==> config.mk <==
export PLATFORM = sky130hd
export DESIGN_NAME = atq_top
export DESIGN_NICKNAME = d
export VERILOG_FILES = /design/src/atq_pkg.sv /design/src/atq_meas_if.sv /design/src/atq_top.sv /design/src/atq_window.sv
export SDC_FILE = /design/constraint.sdc
export NUM_CORES = 1
export LEC_CHECK = 0
export BUFFER_PORTS_ARGS = -buffer_cell sky130_fd_sc_hd__buf_2
export CORE_AREA = 10 10 241 243
export DETAILED_ROUTE_END_ITERATION = 8
export DIE_AREA = 0 0 251 253
export GPL_ROUTABILITY_DRIVEN = 0
export HOLD_SLACK_MARGIN = 0.12
export PLACE_DENSITY_LB_ADDON = 0.12
export REMOVE_ABC_BUFFERS = 1
export SLEW_MARGIN = 20
export SYNTH_ARGS = -nofsm -noshare
export SYNTH_HDL_FRONTEND = slang
export SYNTH_SLANG_ARGS = --single-unit
==> constraint.sdc <==
create_clock -name clk_in -period 7 [get_ports clk_in]
set_clock_uncertainty 0.2 [all_clocks]
set_input_delay 2.1 -clock clk_in [delete_from_list [all_inputs] [get_ports clk_in]]
set_output_delay 2.1 -clock clk_in [all_outputs]
set_load 0.02 [all_outputs]
==> src/atq_pkg.sv <==
// Register map, field positions, reset values, timing counts and types of
// the advanced trigger qualifier.
// Assumes one 10 MHz timebase clock; every time limit is a count of it.
package atq_pkg;
	localparam int ATQ_NSRC = 5;
	localparam int ATQ_TW = 28;
	localparam int ATQ_EW = 30;
	localparam int ATQ_LW = 11;
	localparam logic [7:0] ATQ_CTRL_OFF = 8'h00;
	localparam logic [7:0] ATQ_PAT_OFF = 8'h04;
	localparam logic [7:0] ATQ_UPLIM_OFF = 8'h08;
	localparam logic [7:0] ATQ_LOLIM_OFF = 8'h0c;
	localparam logic [7:0] ATQ_HOLD_OFF = 8'h10;
	localparam logic [7:0] ATQ_QEVT_OFF = 8'h14;
	localparam logic [7:0] ATQ_VID_OFF = 8'h18;
	localparam logic [7:0] ATQ_VCUST_OFF = 8'h1c;
	localparam logic [7:0] ATQ_STAT_OFF = 8'h20;
	localparam int ATQ_MODE_LSB = 0;
	localparam int ATQ_POL_BIT = 3;
	localparam int ATQ_SRC_LSB = 4;
	localparam int ATQ_UPEN_BIT = 7;
	localparam int ATQ_LOEN_BIT = 8;
	localparam int ATQ_ENTER_BIT = 9;
	localparam int ATQ_HOEN_BIT = 10;
	localparam int ATQ_HOEVT_BIT = 11;
	localparam int ATQ_QABOVE_BIT = 12;
	localparam int ATQ_QSRC_LSB = 13;
	localparam int ATQ_QKIND_LSB = 16;
	localparam int ATQ_VCUST_BIT = 18;
	localparam int ATQ_V525_BIT = 19;
	localparam int ATQ_LINE_LSB = 0;
	localparam int ATQ_FIELD_LSB = 12;
	localparam int ATQ_NFLD_LSB = 16;
	localparam int ATQ_VLINES_LSB = 0;
	localparam int ATQ_VRATE_LSB = 12;
	localparam int ATQ_VILACE_LSB = 20;
	localparam int ATQ_QVAL_BIT = 0;
	localparam int ATQ_HOACT_BIT = 1;
	localparam int ATQ_FCNT_LSB = 2;
	localparam int ATQ_TCNT_LSB = 16;
	localparam logic [1:0] ATQ_TERM_LOW = 2'h1;
	localparam logic [1:0] ATQ_TERM_HIGH = 2'h2;
	localparam logic [31:0] ATQ_CTRL_RST = 32'h0;
	localparam logic [31:0] ATQ_PAT_RST = 32'h0;
	localparam logic [31:0] ATQ_LIM_RST = 32'h1;
	localparam logic [31:0] ATQ_CNT_RST = 32'h1;
	localparam logic [31:0] ATQ_VID_RST = 32'h1;
	localparam logic [31:0] ATQ_VCUST_RST = 32'h0023_2271;
	localparam int ATQ_CLK_HZ = 10_000_000;
	localparam int ATQ_CLK_PS = 100_000;
	localparam int ATQ_DROP_MIN_PS = 25_000;
	localparam int ATQ_WIDTH_MIN_PS = 2_500;
	localparam int ATQ_IVAL_MIN_PS = 10_000;
	localparam int ATQ_TIME_MAX_S = 20;
	localparam int ATQ_DROP_MIN_CYC =
		(ATQ_DROP_MIN_PS + ATQ_CLK_PS - 1) / ATQ_CLK_PS;
	localparam int ATQ_WIDTH_MIN_CYC =
		(ATQ_WIDTH_MIN_PS + ATQ_CLK_PS - 1) / ATQ_CLK_PS;
	localparam int ATQ_IVAL_MIN_CYC =
		(ATQ_IVAL_MIN_PS + ATQ_CLK_PS - 1) / ATQ_CLK_PS;
	localparam int ATQ_TIME_MAX_CYC = ATQ_TIME_MAX_S * ATQ_CLK_HZ;
	localparam int ATQ_EVT_MIN = 1;
	localparam int ATQ_EVT_MAX = 1_000_000_000;
	localparam logic [ATQ_LW-1:0] ATQ_LINES_625 = 11'h271;
	localparam logic [ATQ_LW-1:0] ATQ_LINES_525 = 11'h20d;
	typedef enum logic [2:0] {ATQ_OFF, ATQ_DROPOUT, ATQ_GLITCH,
		ATQ_INTERVAL, ATQ_PATTERN, ATQ_VIDEO, ATQ_QUAL} atq_mode_t;
	typedef enum logic [1:0] {ATQ_Q_WITHIN, ATQ_Q_WAIT,
		ATQ_Q_EVENTS} atq_qkind_t;
endpackage

==> src/atq_meas_if.sv <==
// Signals between the trigger controller and its duration counter.
// Assumes both ends run on the same timebase clock.
interface atq_meas_if #(parameter int TW = 28);
	logic clr;
	logic run;
	logic up_en;
	logic lo_en;
	logic [TW-1:0] up_lim;
	logic [TW-1:0] lo_lim;
	logic [TW-1:0] count;
	logic pass;
	logic at_up;
	modport ctrl(output clr, run, up_en, lo_en, up_lim, lo_lim,
		input count, pass, at_up);
	modport meas(input clr, run, up_en, lo_en, up_lim, lo_lim,
		output count, pass, at_up);
endinterface

==> src/atq_top.sv <==
// Trigger decision logic: dropout, glitch, interval, pattern, video line
// and state-qualified triggers with holdoff, set up over APB.
// Assumes asynchronous comparator and sync inputs and a 10 MHz clock.
//
// Added by the designer: the register addresses and the APB interface to the registers.

module atq_top #(
	parameter int TIME_MAX_CYC = atq_pkg::ATQ_TIME_MAX_CYC
) (
	// Clock and reset.
	input wire logic clk_in,
	input wire logic rst_n_in,
	// APB register port.
	input wire logic psel_in,
	input wire logic penable_in,
	input wire logic pwrite_in,
	input wire logic [7:0] paddr_in,
	input wire logic [31:0] pwdata_in,
	output logic [31:0] prdata_out,
	output logic pready_out,
	output logic pslverr_out,
	// Comparator and video sync inputs, asynchronous.
	input wire logic [atq_pkg::ATQ_NSRC-1:0] cmp_in,
	input wire logic line_sync_in,
	input wire logic field_start_in,
	// Trigger and qualifier state.
	output logic trig_out,
	output logic qual_valid_out
);
	import atq_pkg::*;

	logic [31:0] ctrl_reg;
	logic [31:0] pat_reg;
	logic [31:0] vid_reg;
	logic [31:0] vcust_reg;
	logic [ATQ_TW-1:0] uplim_reg;
	logic [ATQ_TW-1:0] lolim_reg;
	logic [ATQ_EW-1:0] hold_reg;
	logic [ATQ_EW-1:0] qevt_reg;
	logic pready_reg;
	logic pslverr_reg;
	logic [31:0] prdata_reg;
	logic [31:0] rd_data;
	logic [31:0] stat_word;
	logic setup;
	logic access;
	logic addr_ok;
	logic wr_en;
	logic wr_ctrl;
	atq_mode_t mode;
	atq_qkind_t qkind;
	logic pol;
	logic up_en;
	logic lo_en;
	logic enter;
	logic ho_en;
	logic ho_evt;
	logic qabove;
	logic vcust;
	logic v525;
	logic [2:0] src;
	logic [2:0] qsrc;
	logic [6:0] sy1_reg;
	logic [6:0] sy2_reg;
	logic [6:0] sy3_reg;
	logic [ATQ_NSRC-1:0] term_ok;
	logic pat_now;
	logic pat_prev_reg;
	logic src_pat;
	logic cur;
	logic prv;
	logic edge_a;
	logic edge_b;
	logic q_raw;
	logic q_now;
	logic q_rise;
	logic qvalid_reg;
	logic [ATQ_TW-1:0] min_cyc;
	logic [ATQ_TW-1:0] up_eff;
	logic [ATQ_TW-1:0] lo_eff;
	logic armed_reg;
	logic [ATQ_TW-1:0] qt;
	logic [ATQ_EW-1:0] qev_base;
	logic [ATQ_EW-1:0] qev_cnt_reg;
	logic q_ev;
	logic q_ok;
	logic v_ft;
	logic v_lt;
	logic [ATQ_LW-1:0] lines_pic;
	logic [ATQ_LW-1:0] line_cnt_reg;
	logic [ATQ_LW-1:0] line_next;
	logic [2:0] fcnt_reg;
	logic c_drop;
	logic c_glitch;
	logic c_ival;
	logic c_pat;
	logic c_video;
	logic c_qual;
	logic cand;
	logic fire;
	logic ho_act;
	logic [ATQ_EW-1:0] ho_cnt_reg;
	logic [ATQ_EW-1:0] ho_load;
	logic trig_reg;
	logic [15:0] trig_cnt_reg;

	atq_meas_if #(.TW(ATQ_TW)) mif ();

	function automatic logic [31:0] clamp(input logic [31:0] v,
		input logic [31:0] lo, input logic [31:0] hi);
		logic [31:0] r;
		r = v;
		if (r > hi) begin
			r = hi;
		end
		if (r < lo) begin
			r = lo;
		end
		return r;
	endfunction

	assign mode = atq_mode_t'(ctrl_reg[ATQ_MODE_LSB +: 3]);
	assign qkind = atq_qkind_t'(ctrl_reg[ATQ_QKIND_LSB +: 2]);
	assign pol = ctrl_reg[ATQ_POL_BIT];
	assign up_en = ctrl_reg[ATQ_UPEN_BIT];
	assign lo_en = ctrl_reg[ATQ_LOEN_BIT];
	assign enter = ctrl_reg[ATQ_ENTER_BIT];
	assign ho_en = ctrl_reg[ATQ_HOEN_BIT];
	assign ho_evt = ctrl_reg[ATQ_HOEVT_BIT];
	assign qabove = ctrl_reg[ATQ_QABOVE_BIT];
	assign vcust = ctrl_reg[ATQ_VCUST_BIT];
	assign v525 = ctrl_reg[ATQ_V525_BIT];
	assign src = ctrl_reg[ATQ_SRC_LSB +: 3];
	assign qsrc = ctrl_reg[ATQ_QSRC_LSB +: 3];

	// APB slave: one wait-free access phase, unmapped addresses answer error.
	assign setup = psel_in && !penable_in;
	assign access = psel_in && penable_in && pready_reg;
	assign wr_en = access && pwrite_in && addr_ok;
	assign wr_ctrl = wr_en && (paddr_in == ATQ_CTRL_OFF);

	always_comb begin
		stat_word = '0;
		stat_word[ATQ_QVAL_BIT] = qvalid_reg;
		stat_word[ATQ_HOACT_BIT] = ho_act;
		stat_word[ATQ_FCNT_LSB +: 3] = fcnt_reg;
		stat_word[ATQ_TCNT_LSB +: 16] = trig_cnt_reg;
	end

	always_comb begin
		addr_ok = 1'b1;
		case (paddr_in)
			ATQ_CTRL_OFF: rd_data = ctrl_reg;
			ATQ_PAT_OFF: rd_data = pat_reg;
			ATQ_UPLIM_OFF: rd_data = 32'(uplim_reg);
			ATQ_LOLIM_OFF: rd_data = 32'(lolim_reg);
			ATQ_HOLD_OFF: rd_data = 32'(hold_reg);
			ATQ_QEVT_OFF: rd_data = 32'(qevt_reg);
			ATQ_VID_OFF: rd_data = vid_reg;
			ATQ_VCUST_OFF: rd_data = vcust_reg;
			ATQ_STAT_OFF: rd_data = stat_word;
			default: begin
				rd_data = 32'h0;
				addr_ok = 1'b0;
			end
		endcase
	end

	always_ff @(posedge clk_in) begin
		if (!rst_n_in) begin
			pready_reg <= 1'b0;
			pslverr_reg <= 1'b0;
			prdata_reg <= 32'h0;
		end else begin
			pready_reg <= setup;
			if (setup) begin
				prdata_reg <= pwrite_in ? 32'h0 : rd_data;
				pslverr_reg <= !addr_ok;
			end
		end
	end

	// Limits are clamped on write so software cannot park a counter
	// beyond what the counters can reach.
	always_ff @(posedge clk_in) begin
		if (!rst_n_in) begin
			ctrl_reg <= ATQ_CTRL_RST;
			pat_reg <= ATQ_PAT_RST;
			uplim_reg <= ATQ_LIM_RST[ATQ_TW-1:0];
			lolim_reg <= ATQ_LIM_RST[ATQ_TW-1:0];
			hold_reg <= ATQ_CNT_RST[ATQ_EW-1:0];
			qevt_reg <= ATQ_CNT_RST[ATQ_EW-1:0];
			vid_reg <= ATQ_VID_RST;
			vcust_reg <= ATQ_VCUST_RST;
		end else if (wr_en) begin
			case (paddr_in)
				ATQ_CTRL_OFF: ctrl_reg <= pwdata_in;
				ATQ_PAT_OFF: pat_reg <= pwdata_in;
				ATQ_UPLIM_OFF: uplim_reg <= ATQ_TW'(clamp(pwdata_in,
					32'h1, 32'(TIME_MAX_CYC)));
				ATQ_LOLIM_OFF: lolim_reg <= ATQ_TW'(clamp(pwdata_in,
					32'h1, 32'(TIME_MAX_CYC)));
				ATQ_HOLD_OFF: hold_reg <= ATQ_EW'(clamp(pwdata_in,
					32'(ATQ_EVT_MIN), 32'(ATQ_EVT_MAX)));
				ATQ_QEVT_OFF: qevt_reg <= ATQ_EW'(clamp(pwdata_in,
					32'(ATQ_EVT_MIN), 32'(ATQ_EVT_MAX)));
				ATQ_VID_OFF: vid_reg <= pwdata_in;
				ATQ_VCUST_OFF: vcust_reg <= pwdata_in;
				default: ctrl_reg <= ctrl_reg;
			endcase
		end
	end

	// Two flops per pin before any logic; the third only feeds edge tests.
	always_ff @(posedge clk_in) begin
		if (!rst_n_in) begin
			sy1_reg <= 7'h0;
			sy2_reg <= 7'h0;
			sy3_reg <= 7'h0;
		end else begin
			sy1_reg <= {field_start_in, line_sync_in, cmp_in};
			sy2_reg <= sy1_reg;
			sy3_reg <= sy2_reg;
		end
	end

	generate
		for (genvar i = 0; i < ATQ_NSRC; i++) begin : g_term
			assign term_ok[i] = (pat_reg[2*i +: 2] == ATQ_TERM_LOW) ?
				!sy2_reg[i] : (pat_reg[2*i +: 2] == ATQ_TERM_HIGH) ?
				sy2_reg[i] : 1'b1;
		end
	endgenerate

	assign pat_now = &term_ok;
	assign src_pat = (src >= 3'(ATQ_NSRC));
	assign cur = src_pat ? pat_now : sy2_reg[src];
	assign prv = src_pat ? pat_prev_reg : sy3_reg[src];
	assign edge_a = pol ? (cur && !prv) : (!cur && prv);
	assign edge_b = pol ? (!cur && prv) : (cur && !prv);

	assign q_raw = (qsrc >= 3'(ATQ_NSRC)) ? pat_now : sy2_reg[qsrc];
	assign q_now = qabove ? q_raw : !q_raw;
	assign q_rise = q_now && !qvalid_reg;

	always_ff @(posedge clk_in) begin
		if (!rst_n_in) begin
			pat_prev_reg <= 1'b0;
			qvalid_reg <= 1'b0;
		end else begin
			pat_prev_reg <= pat_now;
			qvalid_reg <= q_now;
		end
	end

	always_comb begin
		case (mode)
			ATQ_DROPOUT: min_cyc = ATQ_TW'(ATQ_DROP_MIN_CYC);
			ATQ_GLITCH: min_cyc = ATQ_TW'(ATQ_WIDTH_MIN_CYC);
			default: min_cyc = ATQ_TW'(ATQ_IVAL_MIN_CYC);
		endcase
	end

	assign up_eff = (uplim_reg < min_cyc) ? min_cyc : uplim_reg;
	assign lo_eff = (lolim_reg < min_cyc) ? min_cyc : lolim_reg;
	assign mif.up_en = up_en;
	assign mif.lo_en = lo_en;
	assign mif.up_lim = up_eff;
	assign mif.lo_lim = lo_eff;

	always_comb begin
		mif.clr = 1'b0;
		mif.run = 1'b1;
		case (mode)
			ATQ_DROPOUT, ATQ_GLITCH, ATQ_INTERVAL: mif.clr = edge_a;
			ATQ_QUAL: begin
				mif.clr = q_rise;
				mif.run = q_now;
			end
			default: mif.run = 1'b0;
		endcase
	end

	atq_window #(.TW(ATQ_TW)) u_win (
		.clk_in(clk_in),
		.rst_n_in(rst_n_in),
		.m(mif)
	);

	// A measurement only counts once a starting edge has been seen.
	always_ff @(posedge clk_in) begin
		if (!rst_n_in) begin
			armed_reg <= 1'b0;
		end else if (wr_ctrl) begin
			armed_reg <= 1'b0;
		end else if (mif.clr && mode != ATQ_QUAL) begin
			armed_reg <= 1'b1;
		end else if (c_drop || (mode == ATQ_GLITCH && edge_b)) begin
			armed_reg <= 1'b0;
		end
	end

	assign c_drop = (mode == ATQ_DROPOUT) && armed_reg && mif.at_up &&
		!edge_a;
	assign c_glitch = (mode == ATQ_GLITCH) && armed_reg && edge_b &&
		mif.pass;
	assign c_ival = (mode == ATQ_INTERVAL) && armed_reg && edge_a &&
		mif.pass;
	assign c_pat = (mode == ATQ_PATTERN) && (enter ?
		(pat_now && !pat_prev_reg) : (!pat_now && pat_prev_reg));

	// Qualified trigger; a new validation sees a fresh timer and count.
	assign qt = q_rise ? '0 : mif.count;
	assign qev_base = q_rise ? '0 : qev_cnt_reg;
	assign q_ev = edge_a && q_now;

	always_comb begin
		case (qkind)
			ATQ_Q_WITHIN: q_ok = (qt < up_eff);
			ATQ_Q_WAIT: q_ok = (qt >= up_eff);
			ATQ_Q_EVENTS: q_ok = (qev_base + 1'b1 == qevt_reg);
			default: q_ok = 1'b0;
		endcase
	end

	assign c_qual = (mode == ATQ_QUAL) && q_ev && q_ok;

	always_ff @(posedge clk_in) begin
		if (!rst_n_in) begin
			qev_cnt_reg <= '0;
		end else if (!q_now) begin
			qev_cnt_reg <= '0;
		end else if (q_ev && qev_base != '1) begin
			qev_cnt_reg <= qev_base + 1'b1;
		end else if (q_rise) begin
			qev_cnt_reg <= '0;
		end
	end

	// Video: line syncs counted from each field start; fields counted
	// modulo the programmed cycle, so numbering is relative only.
	assign v_ft = sy2_reg[6] && !sy3_reg[6];
	assign v_lt = sy2_reg[5] && !sy3_reg[5];
	assign lines_pic = vcust ? vcust_reg[ATQ_VLINES_LSB +: ATQ_LW] :
		(v525 ? ATQ_LINES_525 : ATQ_LINES_625);
	assign line_next = line_cnt_reg + 1'b1;

	always_ff @(posedge clk_in) begin
		if (!rst_n_in) begin
			fcnt_reg <= 3'h0;
			line_cnt_reg <= '0;
		end else if (v_ft) begin
			fcnt_reg <= (fcnt_reg == vid_reg[ATQ_NFLD_LSB +: 3]) ?
				3'h0 : fcnt_reg + 1'b1;
			line_cnt_reg <= '0;
		end else if (v_lt && line_cnt_reg < lines_pic) begin
			line_cnt_reg <= line_next;
		end
	end

	// Past the last line of a picture the counter stands still, so no
	// later sync may pose as a line beyond the programmed count.
	assign c_video = (mode == ATQ_VIDEO) && v_lt && !v_ft &&
		(line_cnt_reg < lines_pic) &&
		(line_next == vid_reg[ATQ_LINE_LSB +: ATQ_LW]) &&
		(fcnt_reg == vid_reg[ATQ_FIELD_LSB +: 3]);

	// Holdoff counts cycles, or suppressed candidates in event mode.
	assign cand = c_drop || c_glitch || c_ival || c_pat || c_video ||
		c_qual;
	assign ho_act = (ho_cnt_reg != '0);
	assign fire = cand && !ho_act;
	assign ho_load = (ho_evt || hold_reg <= ATQ_EW'(TIME_MAX_CYC)) ?
		hold_reg : ATQ_EW'(TIME_MAX_CYC);

	always_ff @(posedge clk_in) begin
		if (!rst_n_in) begin
			ho_cnt_reg <= '0;
		end else if (fire && ho_en) begin
			ho_cnt_reg <= ho_load;
		end else if (ho_act && (!ho_evt || cand)) begin
			ho_cnt_reg <= ho_cnt_reg - 1'b1;
		end
	end

	always_ff @(posedge clk_in) begin
		if (!rst_n_in) begin
			trig_reg <= 1'b0;
			trig_cnt_reg <= 16'h0;
		end else begin
			trig_reg <= fire;
			if (fire) begin
				trig_cnt_reg <= trig_cnt_reg + 1'b1;
			end
		end
	end

	assign prdata_out = prdata_reg;
	assign pready_out = pready_reg;
	assign pslverr_out = pslverr_reg;
	assign trig_out = trig_reg;
	assign qual_valid_out = qvalid_reg;
endmodule

==> src/atq_window.sv <==
// Duration counter with upper and lower limit tests.
// Assumes clr and run come from logic on the same clock.
module atq_window #(
	parameter int TW = 28
) (
	// Clock and reset.
	input wire logic clk_in,
	input wire logic rst_n_in,
	// Measurement port.
	atq_meas_if.meas m
);
	logic [TW-1:0] count_reg;
	logic below;
	logic above;

	// Clearing loads one so the count equals cycles since the clearing edge.
	always_ff @(posedge clk_in) begin
		if (!rst_n_in) begin
			count_reg <= '0;
		end else if (m.clr) begin
			count_reg <= {{(TW-1){1'b0}}, 1'b1};
		end else if (m.run && count_reg != '1) begin
			count_reg <= count_reg + 1'b1;
		end
	end

	assign m.count = count_reg;
	assign m.at_up = (count_reg == m.up_lim);
	assign below = (count_reg < m.up_lim);
	assign above = (count_reg > m.lo_lim);

	always_comb begin
		if (m.up_en && m.lo_en) begin
			// Reversed limits turn the band into an exclusion window.
			if (m.up_lim > m.lo_lim) begin
				m.pass = below && above;
			end else begin
				m.pass = below || above;
			end
		end else begin
			m.pass = (m.up_en && below) || (m.lo_en && above);
		end
	end
endmodule

# ---- Yosys cells after proc, flatten, opt, wreduce, memory -nomap -nowiden
# Cells that the tools add are included.
dict set report totals {
  mem_bits_ro 0
  output_inout_bits 36
  latch_bits 0
  regBits 421
  in_bits 52
  ramBits 0
  mem_count 0
  word_cells 242
}
dict set report classes {
  shifts 0
  eq_ne 34
  n_mux 64
  addsub 6
  multipliers 0
  n_div 0
  n_reduce_logical 93
  bitwise_logic 1
  n_lt_le_gt_ge 19
}
# op n
set ops {}
lappend ops {{two-way mux 32 bit} 15}
lappend ops {{case mux 32 bit (9 select lines)} 1}
lappend ops {{two-way mux 30 bit} 7}
lappend ops {{two-way mux 28 bit} 5}
lappend ops {{< comparator 32 x 1 -> 1 bit, second input constant} 4}
lappend ops {{> comparator 28 bit} 2}
lappend ops {{< comparator 28 x 1 -> 1 bit, second input constant} 2}
lappend ops {{< comparator 28 bit} 2}
lappend ops {{logical AND 1 bit} 43}
lappend ops {{equality test 8 x 5 -> 1 bit, second input constant} 4}
lappend ops {{> comparator 32 x 28 -> 1 bit, second input constant} 1}
lappend ops {{> comparator 32 x 30 -> 1 bit, second input constant} 1}
lappend ops {{adder 30 x 1 -> 30 bit, second input constant} 1}
lappend ops {{equality test 30 bit} 1}
lappend ops {{<= comparator 30 x 28 -> 1 bit, second input constant} 1}
lappend ops {{inequality test 30 bit, second input constant} 1}
lappend ops {{nonzero test 30 bit} 1}
lappend ops {{subtractor 30 x 1 -> 30 bit, second input constant} 1}
lappend ops {{adder 28 x 1 -> 28 bit, second input constant} 1}
lappend ops {{equality test 28 bit} 1}
lappend ops {{>= comparator 28 bit} 1}
lappend ops {{inequality test 28 bit, second input constant} 1}
lappend ops {{two-way mux 1 bit} 27}
lappend ops {{zero test 1 bit} 19}
lappend ops {{33 further kinds} 74}

# ---- Logic depth before layout (Yosys ltp)
# Gate-level depths: netlist of the first run.
dict set report depth {
  depth_word 19
  ltp_mapped 23
  mapped_depth_nobuf 19
}

# ---- By module
# Synthesis of the first run repeated with hierarchy kept, for this count alone.
dict set report hier_totals {
  hier_cells 3167
  area_unflattened_um2 24290.8
}
# module instances area_each_um2 seq_area_each_um2 cells_per_inst
set by_module_without_submodules {}
lappend by_module_without_submodules {atq_top 1 20963.9 7867.5 2745}
lappend by_module_without_submodules {atq_window 1 3326.9 560.5 422}

# ---- Worst setup path after synthesis of the first run
# No wires, ideal clock.
dict set report synth_timing {
  kind {register -> register}
  from {register ctrl_reg[15]}
  to {register ho_cnt_reg[21]}
  slack_ns 1.089
  stages_incl_launch_ff 23
  required_ns 6.681
  setup_time_ns 0.119
  period_less_slack_ns 5.911
  arrival_ns 5.592
  path_buffers 3
  path_cell_list {dfxtp_1 > nor2b_1 > a2111oi_0 > or2_1 > mux2i_1 > and3_4 > clkbuf_1 > and2_1 > ha_1 > and3_1 > clkbuf_1 > nand4_1 > or3_1 > a2111oi_0 > o2111a_1 > a211oi_1 > nor4_1 > nand3_1 > o211ai_1 > buf_2 > nand3_1 > xnor2_1 > o221a_2}
}
dict set report synth_via {
  elab_chain_len 15
  elab_cells_between_ends 24
  classes_between {add/sub: 1; order compare: 3; eq/ne: 1; mux: 8; reduce/logical: 11}
}
# item line
set synth_lines {}
lappend synth_lines {{start: declaration} atq_top.sv:32} ;# logic [31:0] ctrl_reg;
lappend synth_lines {{start signal: assignment} atq_top.sv:197} ;# ATQ_CTRL_OFF: ctrl_reg <= pwdata_in;
lappend synth_lines {{start signal: assignment} atq_top.sv:209} ;# default: ctrl_reg <= ctrl_reg;
lappend synth_lines {{binary-select mux 1 bit (select 3 bit)} atq_top.sv:242} ;# assign q_raw = (qsrc >= 3'(ATQ_NSRC)) ? pat_now : sy2_reg[qsrc];
lappend synth_lines {{two-way mux 1 bit (implied by the code)} atq_top.sv:242}
lappend synth_lines {{two-way mux 1 bit *} atq_top.sv:242}
lappend synth_lines {{zero test 1 bit} atq_top.sv:243} ;# assign q_now = qabove ? q_raw : !q_raw;
lappend synth_lines {{two-way mux 1 bit *} atq_top.sv:243}
lappend synth_lines {{logical AND 1 bit} atq_top.sv:244} ;# assign q_rise = q_now && !qvalid_reg;
lappend synth_lines {{two-way mux 30 bit} -}
lappend synth_lines {{adder 30 x 1 -> 30 bit} atq_top.sv:321} ;# ATQ_Q_EVENTS: q_ok = (qev_base + 1'b1 == qevt_reg);
lappend synth_lines {{equality test 30 bit} atq_top.sv:321}
lappend synth_lines {{case mux 1 bit (3 select lines)} atq_top.sv:318} ;# case (qkind)
lappend synth_lines {{logical AND 1 bit *} atq_top.sv:326} ;# assign c_qual = (mode == ATQ_QUAL) && q_ev && q_ok;
lappend synth_lines {{logical OR 1 bit *} atq_top.sv:369} ;# assign cand = c_drop || c_glitch || c_ival || c_pat || c_video ||
lappend synth_lines {{logical AND 1 bit / logical OR 1 bit (equally long branches)} {atq_top.sv:372, atq_top.sv:381}}
lappend synth_lines {{logical AND 1 bit, on equally long branches} {atq_top.sv:379, atq_top.sv:381}}
lappend synth_lines {{two-way mux 30 bit / nonzero test 2 bit (equally long branches)} -}
lappend synth_lines {{end signal: assignment} atq_top.sv:380} ;# ho_cnt_reg <= ho_load;
lappend synth_lines {{end signal: assignment} atq_top.sv:382} ;# ho_cnt_reg <= ho_cnt_reg - 1'b1;
lappend synth_lines {{end: declaration} atq_top.sv:102} ;# logic [ATQ_EW-1:0] ho_cnt_reg;
# Mark *: on every way between the ends. The rest lies on a longest branch, timed or not. The select of a mux whose other input is x is not followed.
# A chain may end at the register's enable or synchronous reset.

# ---- Worst setup path after layout of the first run
dict set report layout_timing {
  from {register ctrl_reg[15]}
  to {register trig_cnt_reg[15]}
}
dict set report layout_via {
  elab_chain_len 13
  elab_cells_between_ends 19
  classes_between {add/sub: 1; order compare: 3; eq/ne: 1; mux: 7; reduce/logical: 7}
}
# item line
set layout_lines {}
lappend layout_lines {{binary-select mux 1 bit (select 3 bit)} atq_top.sv:242}
lappend layout_lines {{two-way mux 1 bit (implied by the code)} atq_top.sv:242}
lappend layout_lines {{two-way mux 1 bit *} atq_top.sv:242}
lappend layout_lines {{zero test 1 bit} atq_top.sv:243}
lappend layout_lines {{two-way mux 1 bit *} atq_top.sv:243}
lappend layout_lines {{logical AND 1 bit} atq_top.sv:244}
lappend layout_lines {{two-way mux 30 bit} -}
lappend layout_lines {{adder 30 x 1 -> 30 bit} atq_top.sv:321}
lappend layout_lines {{equality test 30 bit} atq_top.sv:321}
lappend layout_lines {{case mux 1 bit (3 select lines)} atq_top.sv:318}
lappend layout_lines {{logical AND 1 bit *} atq_top.sv:326}
lappend layout_lines {{logical OR 1 bit *} atq_top.sv:369}
lappend layout_lines {{logical AND 1 bit *} atq_top.sv:372} ;# assign fire = cand && !ho_act;
lappend layout_lines {{end signal: assignment} atq_top.sv:393} ;# trig_cnt_reg <= trig_cnt_reg + 1'b1;
lappend layout_lines {{end: declaration} atq_top.sv:105} ;# logic [15:0] trig_cnt_reg;
# Marks and branches as above.

==> impl_results.md, run 1 <==
- Seq/Total Area, Yosys: 35.62%
- Number of CTS-inserted buffers: 48
- GRT Total Usage: approximately a quarter
- TNS Setup: 0 ns
- Via count: 23,060
- Switching Share: between 20% and 30%
- Synth Flop Type: dfxtp_1
- Ratio of cells with drive above 1 in the final layout: under 10%
- Flop pwr share: between 40% and 50%
- Number of routed nets with antenna violations: 0
- Reg-to-reg endpoint: trig_cnt_reg[15]
- Die area: roughly 0.064 mm2
- Tightest Pin Transition: ~1.2 ns
- Critical-path maximum fanout: 24
- Root Driver: clkbuf_16
- Syn-to-layout area delta: 10.08%
- Clock-pin slew on the worst setup and hold paths: around 0.06 ns
- Sw power: roughly 1500 uW
- First-pass GRT wire length: ~130,000 um
- Number of flops mapped to enable cells by yosys: 0
- Synth Instances: between 3,000 and 4,000
- Power Total: ~5800 uW
- Fmax: 0.1521 GHz
- Final instance area: 0.02605 mm2
- Endpoints failing setup: 0
- Commonest non-fill, non-tap cell in the layout: nand2_1
- Critical Path End: trig_cnt_reg[15]
- Pleak: just over 0.009 uW
- CP startpoint: ctrl_reg[15]
- Final Hold Vio Count: 0
- Final wirelength: a little under 90,000 um
- Worst VDD drop: 0.1757 mV
- Clock Power Share: 44.1%
- Worst Path Required: 7.29 ns
- Flop-to-flop setup slack: approximately 0.43 ns
- Critical path's largest stage delay: roughly 0.55 ns
- Largest net degree at the start of global routing: around 130
- H-tree depth: 2
- Asr flop ratio synth: 0%
- Crit path cell chain: nor2b_1, a2111oi_2, or2_1, mux2i_1, and3_4, and2_1, ha_1, nand3_1, or3_1, a221o_1, a21oi_1, nand4_1, nor4_1, o211a_1, o2111ai_1, o21ai_4, nand3_1, or4_1, a21oi_1
- Ys Warns: 0
- Cell row count: 85
- Final period util: a little over nine tenths
- Internal Power: 4276 uW
- Max Cap Viol: 0
- Slew headroom: between 20% and 30%
- Reg2reg path depth: 19
- Worst-Skew Late Latency: 0.60 ns
- WS Path Type: flop to flop
- Placed Instances: about 3,600
- DRC Markers: 0
- Crit start category: flop
- Clock Path Buffers: 3
- Library cells used by synthesis: between 80 and 90
- Initial antenna violation count: 1
- Final #Nets: 3,164
- First-pass DRT Iterations: 7
- Worst Hold Class: flop to flop
- Initial core utilization: 44.41%
- Status: finished clean
- Hpwl dp: about 63,000 um
- Yosys reg bits: 421
- Die W: approximately 250 um
- P per Cell Area: roughly 220 mW/mm2
- DR vias/cell: approximately 6.2
- # fillers: between 5,000 and 6,000
- WL per Instance: around 23 um
- Die extent in y: 253 um
- Commonest non-fill, non-tap cells in the layout: nand2_1 (456), dfxtp_1 (421), a21oi_1 (303)
- Core Box Area: between 0.05 and 0.06 mm2
- Combinational Power Share: roughly 12%
- CTS tree: built
- Vias in the first global route: 21,760
- Critical Path End Type: flop
- Origin of the critical flop-to-flop path: ctrl_reg[15]
- # hold bufs at CTS: 0
- Critical Path AT: approximately 6.9 ns
- Mapped Area: around 0.024 mm2
- RSZ-0062 raised after global routing: false
- Slowest cell on crit path: or4_1
- Port bufs: just under 90
- Post-synthesis area per instance: slightly below 8 um2
- Initial DRC count: ~2,600
- Clock sinks: approximately 420
- Placed cell area: 0.02443 mm2
- Gr ovfl total: 0
- Fin cells: ~3,700
- I/O pin count: between 80 and 90
- Minimum clock period after layout: roughly 6.6 ns
- Pins Over Slew Limit: 0
==> cells by family (layout without fill, tap and decap cells) <==
| logic type | Yosys count | count (layout) | synth area share (%) |
|---|---|---|---|
| xor+xnor | 143 | 143 | 5.467 |
| fa+ha+maj | 128 | 128 | 6.768 |
| other cells | 0 | 1 | 0 |
| mux | 17 | 17 | 0.8248 |
| simple gates | 1283 | 1284 | 25.88 |
| compound gates | 726 | 726 | 20.11 |
| buf+inv | 330 | 300 | 5.335 |
| flops | 421 | 421 | 35.62 |
==> power groups by stage <==
| stage | Sequential (uW) | Clock, uW | Combinational (uW) |
|---|---|---|---|
| finish | 2540 | 2570 | 712 |
| global placement | 2590 | 0 | 682 |
| global route | 2550 | 2700 | 789 |
| CTS | 2540 | 2600 | 702 |
| floorplan | 2580 | 0 | 494 |
| detailed placement | 2590 | 0 | 699 |
==> repair_timing <==
action                                  4_1_cts  5_1_grt
buffers inserted                              0        1
gates resized for setup                       0        3
endpoints found under the setup margin        0       35
==> worst min-delay path by stage <==
| stage | from | end | slack (ns) | cells after the start |
|---|---|---|---|---|
| 2_1_floorplan | sy1_reg[0] | sy2_reg[0] | 0.21 | 1 |
| 3_3_place_gp | sy1_reg[5] | sy2_reg[5] | 0.21 | 1 |
| 3_5_place_dp | sy1_reg[6] | sy2_reg[6] | 0.22 | 1 |
| 4_1_cts | sy1_reg[6] | sy2_reg[6] | 0.24 | 1 |
| 5_1_grt | sy1_reg[6] | sy2_reg[6] | 0.25 | 1 |
| 6_report | sy1_reg[6] | sy2_reg[6] | 0.23 | 1 |
==> Yosys cell counts (8+ instances only) <==
cell	instances	share of area, %
xnor2_1	77	2.8
a21o_1	10	0.32
nand4_1	71	1.9
nor3b_1	12	0.38
clkbuf_1	231	3.7
and2_1	69	1.8
nor3_1	59	1.2
o221a_2	10	0.48
nor2b_1	20	0.53
ha_1	128	6.8
or3_1	22	0.58
or4_1	18	0.57
o21a_1	8	0.25
nor2_1	271	4.3
a222oi_1	30	1.3
a22o_1	31	1.1
a211oi_1	65	2.1
dfxtp_1	421	36
o211ai_1	22	0.70
and3_1	20	0.53
nand2_1	456	7.2
and4_1	14	0.52
a22oi_1	41	1.3
nor4_1	53	1.4
xor2_1	63	2.3
o21ai_0	65	1.4
inv_1	88	1.4
nand2b_1	16	0.42
nand3_1	145	3.1
mux2i_1	15	0.63
a221oi_1	22	0.81
a31oi_1	39	1.0
a2111oi_0	9	0.33
a21oi_1	303	6.4
==> per-layer routing <==
| layer | GRT usage [%] | routed length (um) |
|---|---|---|
| met2 | 42.51 | 39860 |
| met3 | 4.590 | 7061 |
| met4 | 9.639 | 3074 |
| met1 | 34.39 | 37020 |
| met5 | 0 | 0 |
==> area by class of cell <==
cell class,instances,area (um2),area share (%)
antenna,1,2.502,0.009606
timing repair buffer,126,753.2,2.891
tap,696,870.8,3.343
sequential,421,8428,32.35
clock inverter,9,125.1,0.4803
inverter,89,341.6,1.311
clock buffer,76,1458,5.596
multi-input combinational,2298,14070,54.02
==> per-stage QoR <==
step,setup WS (ns),util (%),hold WS (ns)
6_report,0.4275,48.89,0.2308
5_1_grt,0.008565,48.89,0.2461
4_1_cts,0.1219,48.82,0.2385
3_5_place_dp,0.1504,45.84,0.2247
3_3_place_gp,0.4307,45.84,0.2141
2_1_floorplan,0.5109,-,0.2118
==> worst max-delay path, delay by kind of cell, from the launching register on <==
kind,cells,cell delay [ns]
fa+ha+maj,1,0.24
flops,1,0.48
simple gates,10,3.16
compound gates,7,2.06
mux,1,0.32
No activity file was read; power rests on OpenSTA's default activity.
==> inputs of run 2 (changes only) <==
Settings changed: CORE_AREA 10 10 241 243 to 10 10 244 246, DIE_AREA 0 0 251 253 to 0 0 254 256, SYNTH_HIERARCHICAL set to 1.
==> impl_results.md, run 2 <==
- Status: finished clean (unchanged)
- Clock Power Share: 45.7% (was 44.1%)
- Max Cap Viol: 0 (unchanged)
- Initial DRC count: 2,964 (was 2,594)
- Combinational Power Share: 11.9% (was 12.2%)
- Commonest non-fill, non-tap cells in the layout: nand2_1 (441), dfxtp_1 (421), nor2_1 (388) (was nand2_1 (456), dfxtp_1 (421), a21oi_1 (303))
- Critical path's largest stage delay: 0.63 ns (was 0.55 ns)
- Tightest Pin Transition: 1.058 ns (was 1.186 ns)
- Cell mode on critical path: nor3_2
- DR vias/cell: 6.225 (was 6.205)
- Commonest cells post-synth: nand2_1 (444), dfxtp_1 (421), nor2_1 (390) (was nand2_1 (456), dfxtp_1 (421), a21oi_1 (303))
- Final period util: 89.56% (was 93.89%)
- Worst-Skew Late Latency: 0.61 ns (was 0.60 ns)
- TNS Setup: 0 ns (unchanged)
- Internal Power: 4333 uW (was 4276 uW)
- Worst Path Required: 7.36 ns (was 7.29 ns)
- Initial antenna violation count: 3 (was 1)
- Number of routed nets with antenna violations: 0 (unchanged)
- Final wirelength: 90,800 um (was 87,020 um)
- Commonest non-fill, non-tap cell in the layout: nand2_1 (unchanged)
- Slowest cell on crit path: or4_1 (unchanged)
- Clock Path Buffers: 3 (unchanged)
- Gr ovfl total: 0 (unchanged)
- Critical Path End Type: flop (unchanged)
- WL per Instance: 23.77 um (was 23.42 um)
- Endpoints failing setup: 0 (unchanged)
- # fillers: 5,364 (was 5,174)
- WS Path Type: flop to flop (unchanged)
- Top cells by area, synth: dfxtp_1 (35%), a21oi_1 (6.9%), nand2_1 (6.9%) (was dfxtp_1 (36%), nand2_1 (7.2%), ha_1 (6.8%))
- Crit path cell chain: mux2i_1, a31oi_1, nand2_1, mux2_4, nor3_2, and2_1, ha_1, nand3_1, or4_1, nor2_2, nor3_1, nor3_2, o21ai_1, a2111oi_2, o211ai_1, o21ai_4, and3_1, a21boi_0, o31a_1 (was nor2b_1, a2111oi_2, or2_1, mux2i_1, and3_4, and2_1, ha_1, nand3_1, or3_1, a221o_1, a21oi_1, nand4_1, nor4_1, o211a_1, o2111ai_1, o21ai_4, nand3_1, or4_1, a21oi_1)
- Seq/Total Area, Yosys: 34.70% (was 35.62%)
- I/O pin count: 88 (unchanged)
- Asr flop ratio synth: 0% (unchanged)
- Compound-Gate Fraction of Synth Area: 19.35% (was 20.11%)
- Final Hold Vio Count: 0 (unchanged)
- Number of flops mapped to enable cells by yosys: 0 (unchanged)
- Hold_ws: 0.2430 ns (was 0.2308 ns)
- CTS resizes: 0 (unchanged)
- Vias in the first global route: 21,820 (was 21,760)
- Core Box Area: 0.05466 mm2 (was 0.05328 mm2)
- Sw power: 1603 uW (was 1548 uW)
- Pins Over Slew Limit: 0 (unchanged)
- Mapped Area: 0.02429 mm2 (was 0.02366 mm2)
- Post-synthesis mux area share: 1.478% (was 0.8248%)
- Critical Path AT: 6.63 ns (was 6.87 ns)
- Largest net degree at the start of global routing: 125 (was 126)
- Xor/xnor cell area share of the yosys netlist: 4.672% (was 5.467%)
- Root Driver: clkbuf_16 (unchanged)
- # hold bufs at CTS: 0 (unchanged)
- Post CTS Setup Buffer Count: 0 (unchanged)
- Top-count cell post-synth: nand2_1 (unchanged)
- Synth Instances: 3,167 (was 3,048)
- Port bufs: 87 (unchanged)
- Yosys reg bits: 421 (unchanged)
- Largest family of logic cells by synthesized area: simple AND/OR/NAND/NOR gates (unchanged)
- DRC Markers: 0 (unchanged)
- Origin of the critical flop-to-flop path: sy2_reg[3] (was ctrl_reg[15])
- Number of CTS-inserted buffers: 49 (was 48)
- Worst Min Path Start: sy1_reg[6] (unchanged)
- GRT Total Usage: 26.97% (was 26.26%)
- Initial core utilization: 44.44% (was 44.41%)
- Critical-path maximum fanout: 14 (was 24)
- P per Cell Area: 222.9 mW/mm2 (was 223.5 mW/mm2)
- Post-synthesis area per instance: 7.670 um2 (was 7.764 um2)
- First-pass GRT wire length: 136,600 um (was 132,400 um)
- First-pass DRT Iterations: 8 (was 7)
- Slew headroom: 29.20% (was 20.91%)
- Reg2reg path depth: 19 (unchanged)
- Via count: 23,780 (was 23,060)
- Flop-to-flop setup slack: 0.73 ns (was 0.43 ns)
- Hold Path Sink: sy2_reg[6] (unchanged)
- Synth Flop Type: dfxtp_1 (unchanged)
- Worst Hold Class: flop to flop (unchanged)
- Hpwl dp: 64,940 um (was 62,550 um)
- Fmax: 0.1595 GHz (was 0.1521 GHz)
- RSZ-0062 raised after global routing: false (unchanged)
- Reg-to-reg endpoint: ho_cnt_reg[24] (was trig_cnt_reg[15])
- Crit start category: flop (unchanged)
- Switching Share: 27.01% (was 26.58%)
- Clock sinks: 421 (unchanged)
- Ys Warns: 6 (was 0)
- Pleak: 0.009683 uW (was 0.009138 uW)
- Final #Nets: 3,255 (was 3,164)
- Die area: 0.06502 mm2 (was 0.06350 mm2)
- Ratio of cells with drive above 1 in the final layout: 9.085% (was 8.082%)
- Clock-pin slew on the worst setup and hold paths: 0.06 ns (about the same)
- Minimum clock period after layout: 6.269 ns (was 6.573 ns)
- Syn-to-layout area delta: 9.663% (was 10.08%)
- Dominant cell type by area after synthesis: dfxtp_1 (unchanged)
- Post-synthesis simple-gate area fraction: 27.04% (was 25.88%)
- H-tree depth: 2 (unchanged)
- Die extent in y: 256 um (was 253 um)
- Post-synth top area share: 34.70% (was 35.62%)
- CTS tree: built (unchanged)
- WHS Path Cells: 1 (unchanged)
- Flop pwr share: 42.5% (was 43.7%)
- Worst VDD drop: 0.1932 mV (was 0.1757 mV)
- Cell row count: 86 (was 85)
- Area share of fa/ha/maj cells after synthesis: 6.593% (was 6.768%)
- CP startpoint: sy2_reg[3] (was ctrl_reg[15])
- Library cells used by synthesis: 97 (was 83)
- Die W: 254 um (was 251 um)
## run 2: cell types whose count changed after synthesis, sizes merged, moves of 11 or more
cell and change:
o21ai -17, and2 +14, a31oi -12, a22o -12, a222oi +17, nand3 -60
a211oi -25, nand2 -11, buf +21, nor2 +119, a21oi +32, inv +27
## run 2: layer usage
layer,up-vias,track usage [%],share of wire (%),wire length [um]
met5,-,0,0.058,53
met2,1192,41.87,44,39900
met1,11400,36.25,42,38260
met3,191,5.523,10,9115
li1,10990,-,-,-
met4,4,9.762,3.8,3473
## run 2: final cells by class
class	instances	area [um2]	share of cell area, %
diodes	1	2.502	0.009394
clock buffers	69	1453	5.453
inverters	116	442.9	1.663
well taps	704	880.8	3.307
flip-flops and latches	421	8428	31.64
multi-input cells	2362	14440	54.19
clock inverters	22	249.0	0.9347
repair buffers	125	745.7	2.799
## run 2: cells by family after synthesis
| kind of cell | after synthesis |
|---|---|
| and+or+nand+nor | 1371 |
| AOI/OAI and AO/OA | 703 |
| DFF | 421 |
| buffers and inverters | 384 |
| xor gates and xnor gates | 128 |
| adders and majority gates | 128 |
| muxes | 32 |
## run 2: how the worst max path moves through the flow
stage                           to  slack (ns)  cells after the start
detailed placement  ho_cnt_reg[10]        0.87                     19
global placement    ho_cnt_reg[26]        1.06                     19
global route        ho_cnt_reg[24]        0.32                     19
floorplan           ho_cnt_reg[26]       -0.43                     19
finish              ho_cnt_reg[24]        0.73                     19
CTS                 ho_cnt_reg[10]        0.86                     19
## run 2: worst max-delay path: cells and delay by family, from the launching register on
family / cells / cell delay [ns]
simple gates: 9 / 2.69
compound gates: 7 / 2.00
mux: 2 / 0.50
flops: 1 / 0.45
fa+ha+maj: 1 / 0.38
## run 2: power groups by stage
stage,logic [uW],registers (uW),clock network (uW)
final,704,2520,2710
after global routing,761,2530,2840
after CTS,691,2520,2750
after detailed placement,688,2570,0
after global placement,677,2570,0
after floorplan,480,2550,0
## run 2: metrics by stage
stage	std cells	cell area (um2)	util [%]	power [uW]	setup slack [ns]
after floorplan	2899	23230	-	3034	-0.4349
after global placement	3728	24930	45.60	3247	1.056
after detailed placement	3728	24930	45.60	3259	0.8735
after CTS	3819	26630	48.71	5960	0.8632
after global routing	3820	26640	48.73	6128	0.3249
final	3820	26640	48.73	5936	0.7309
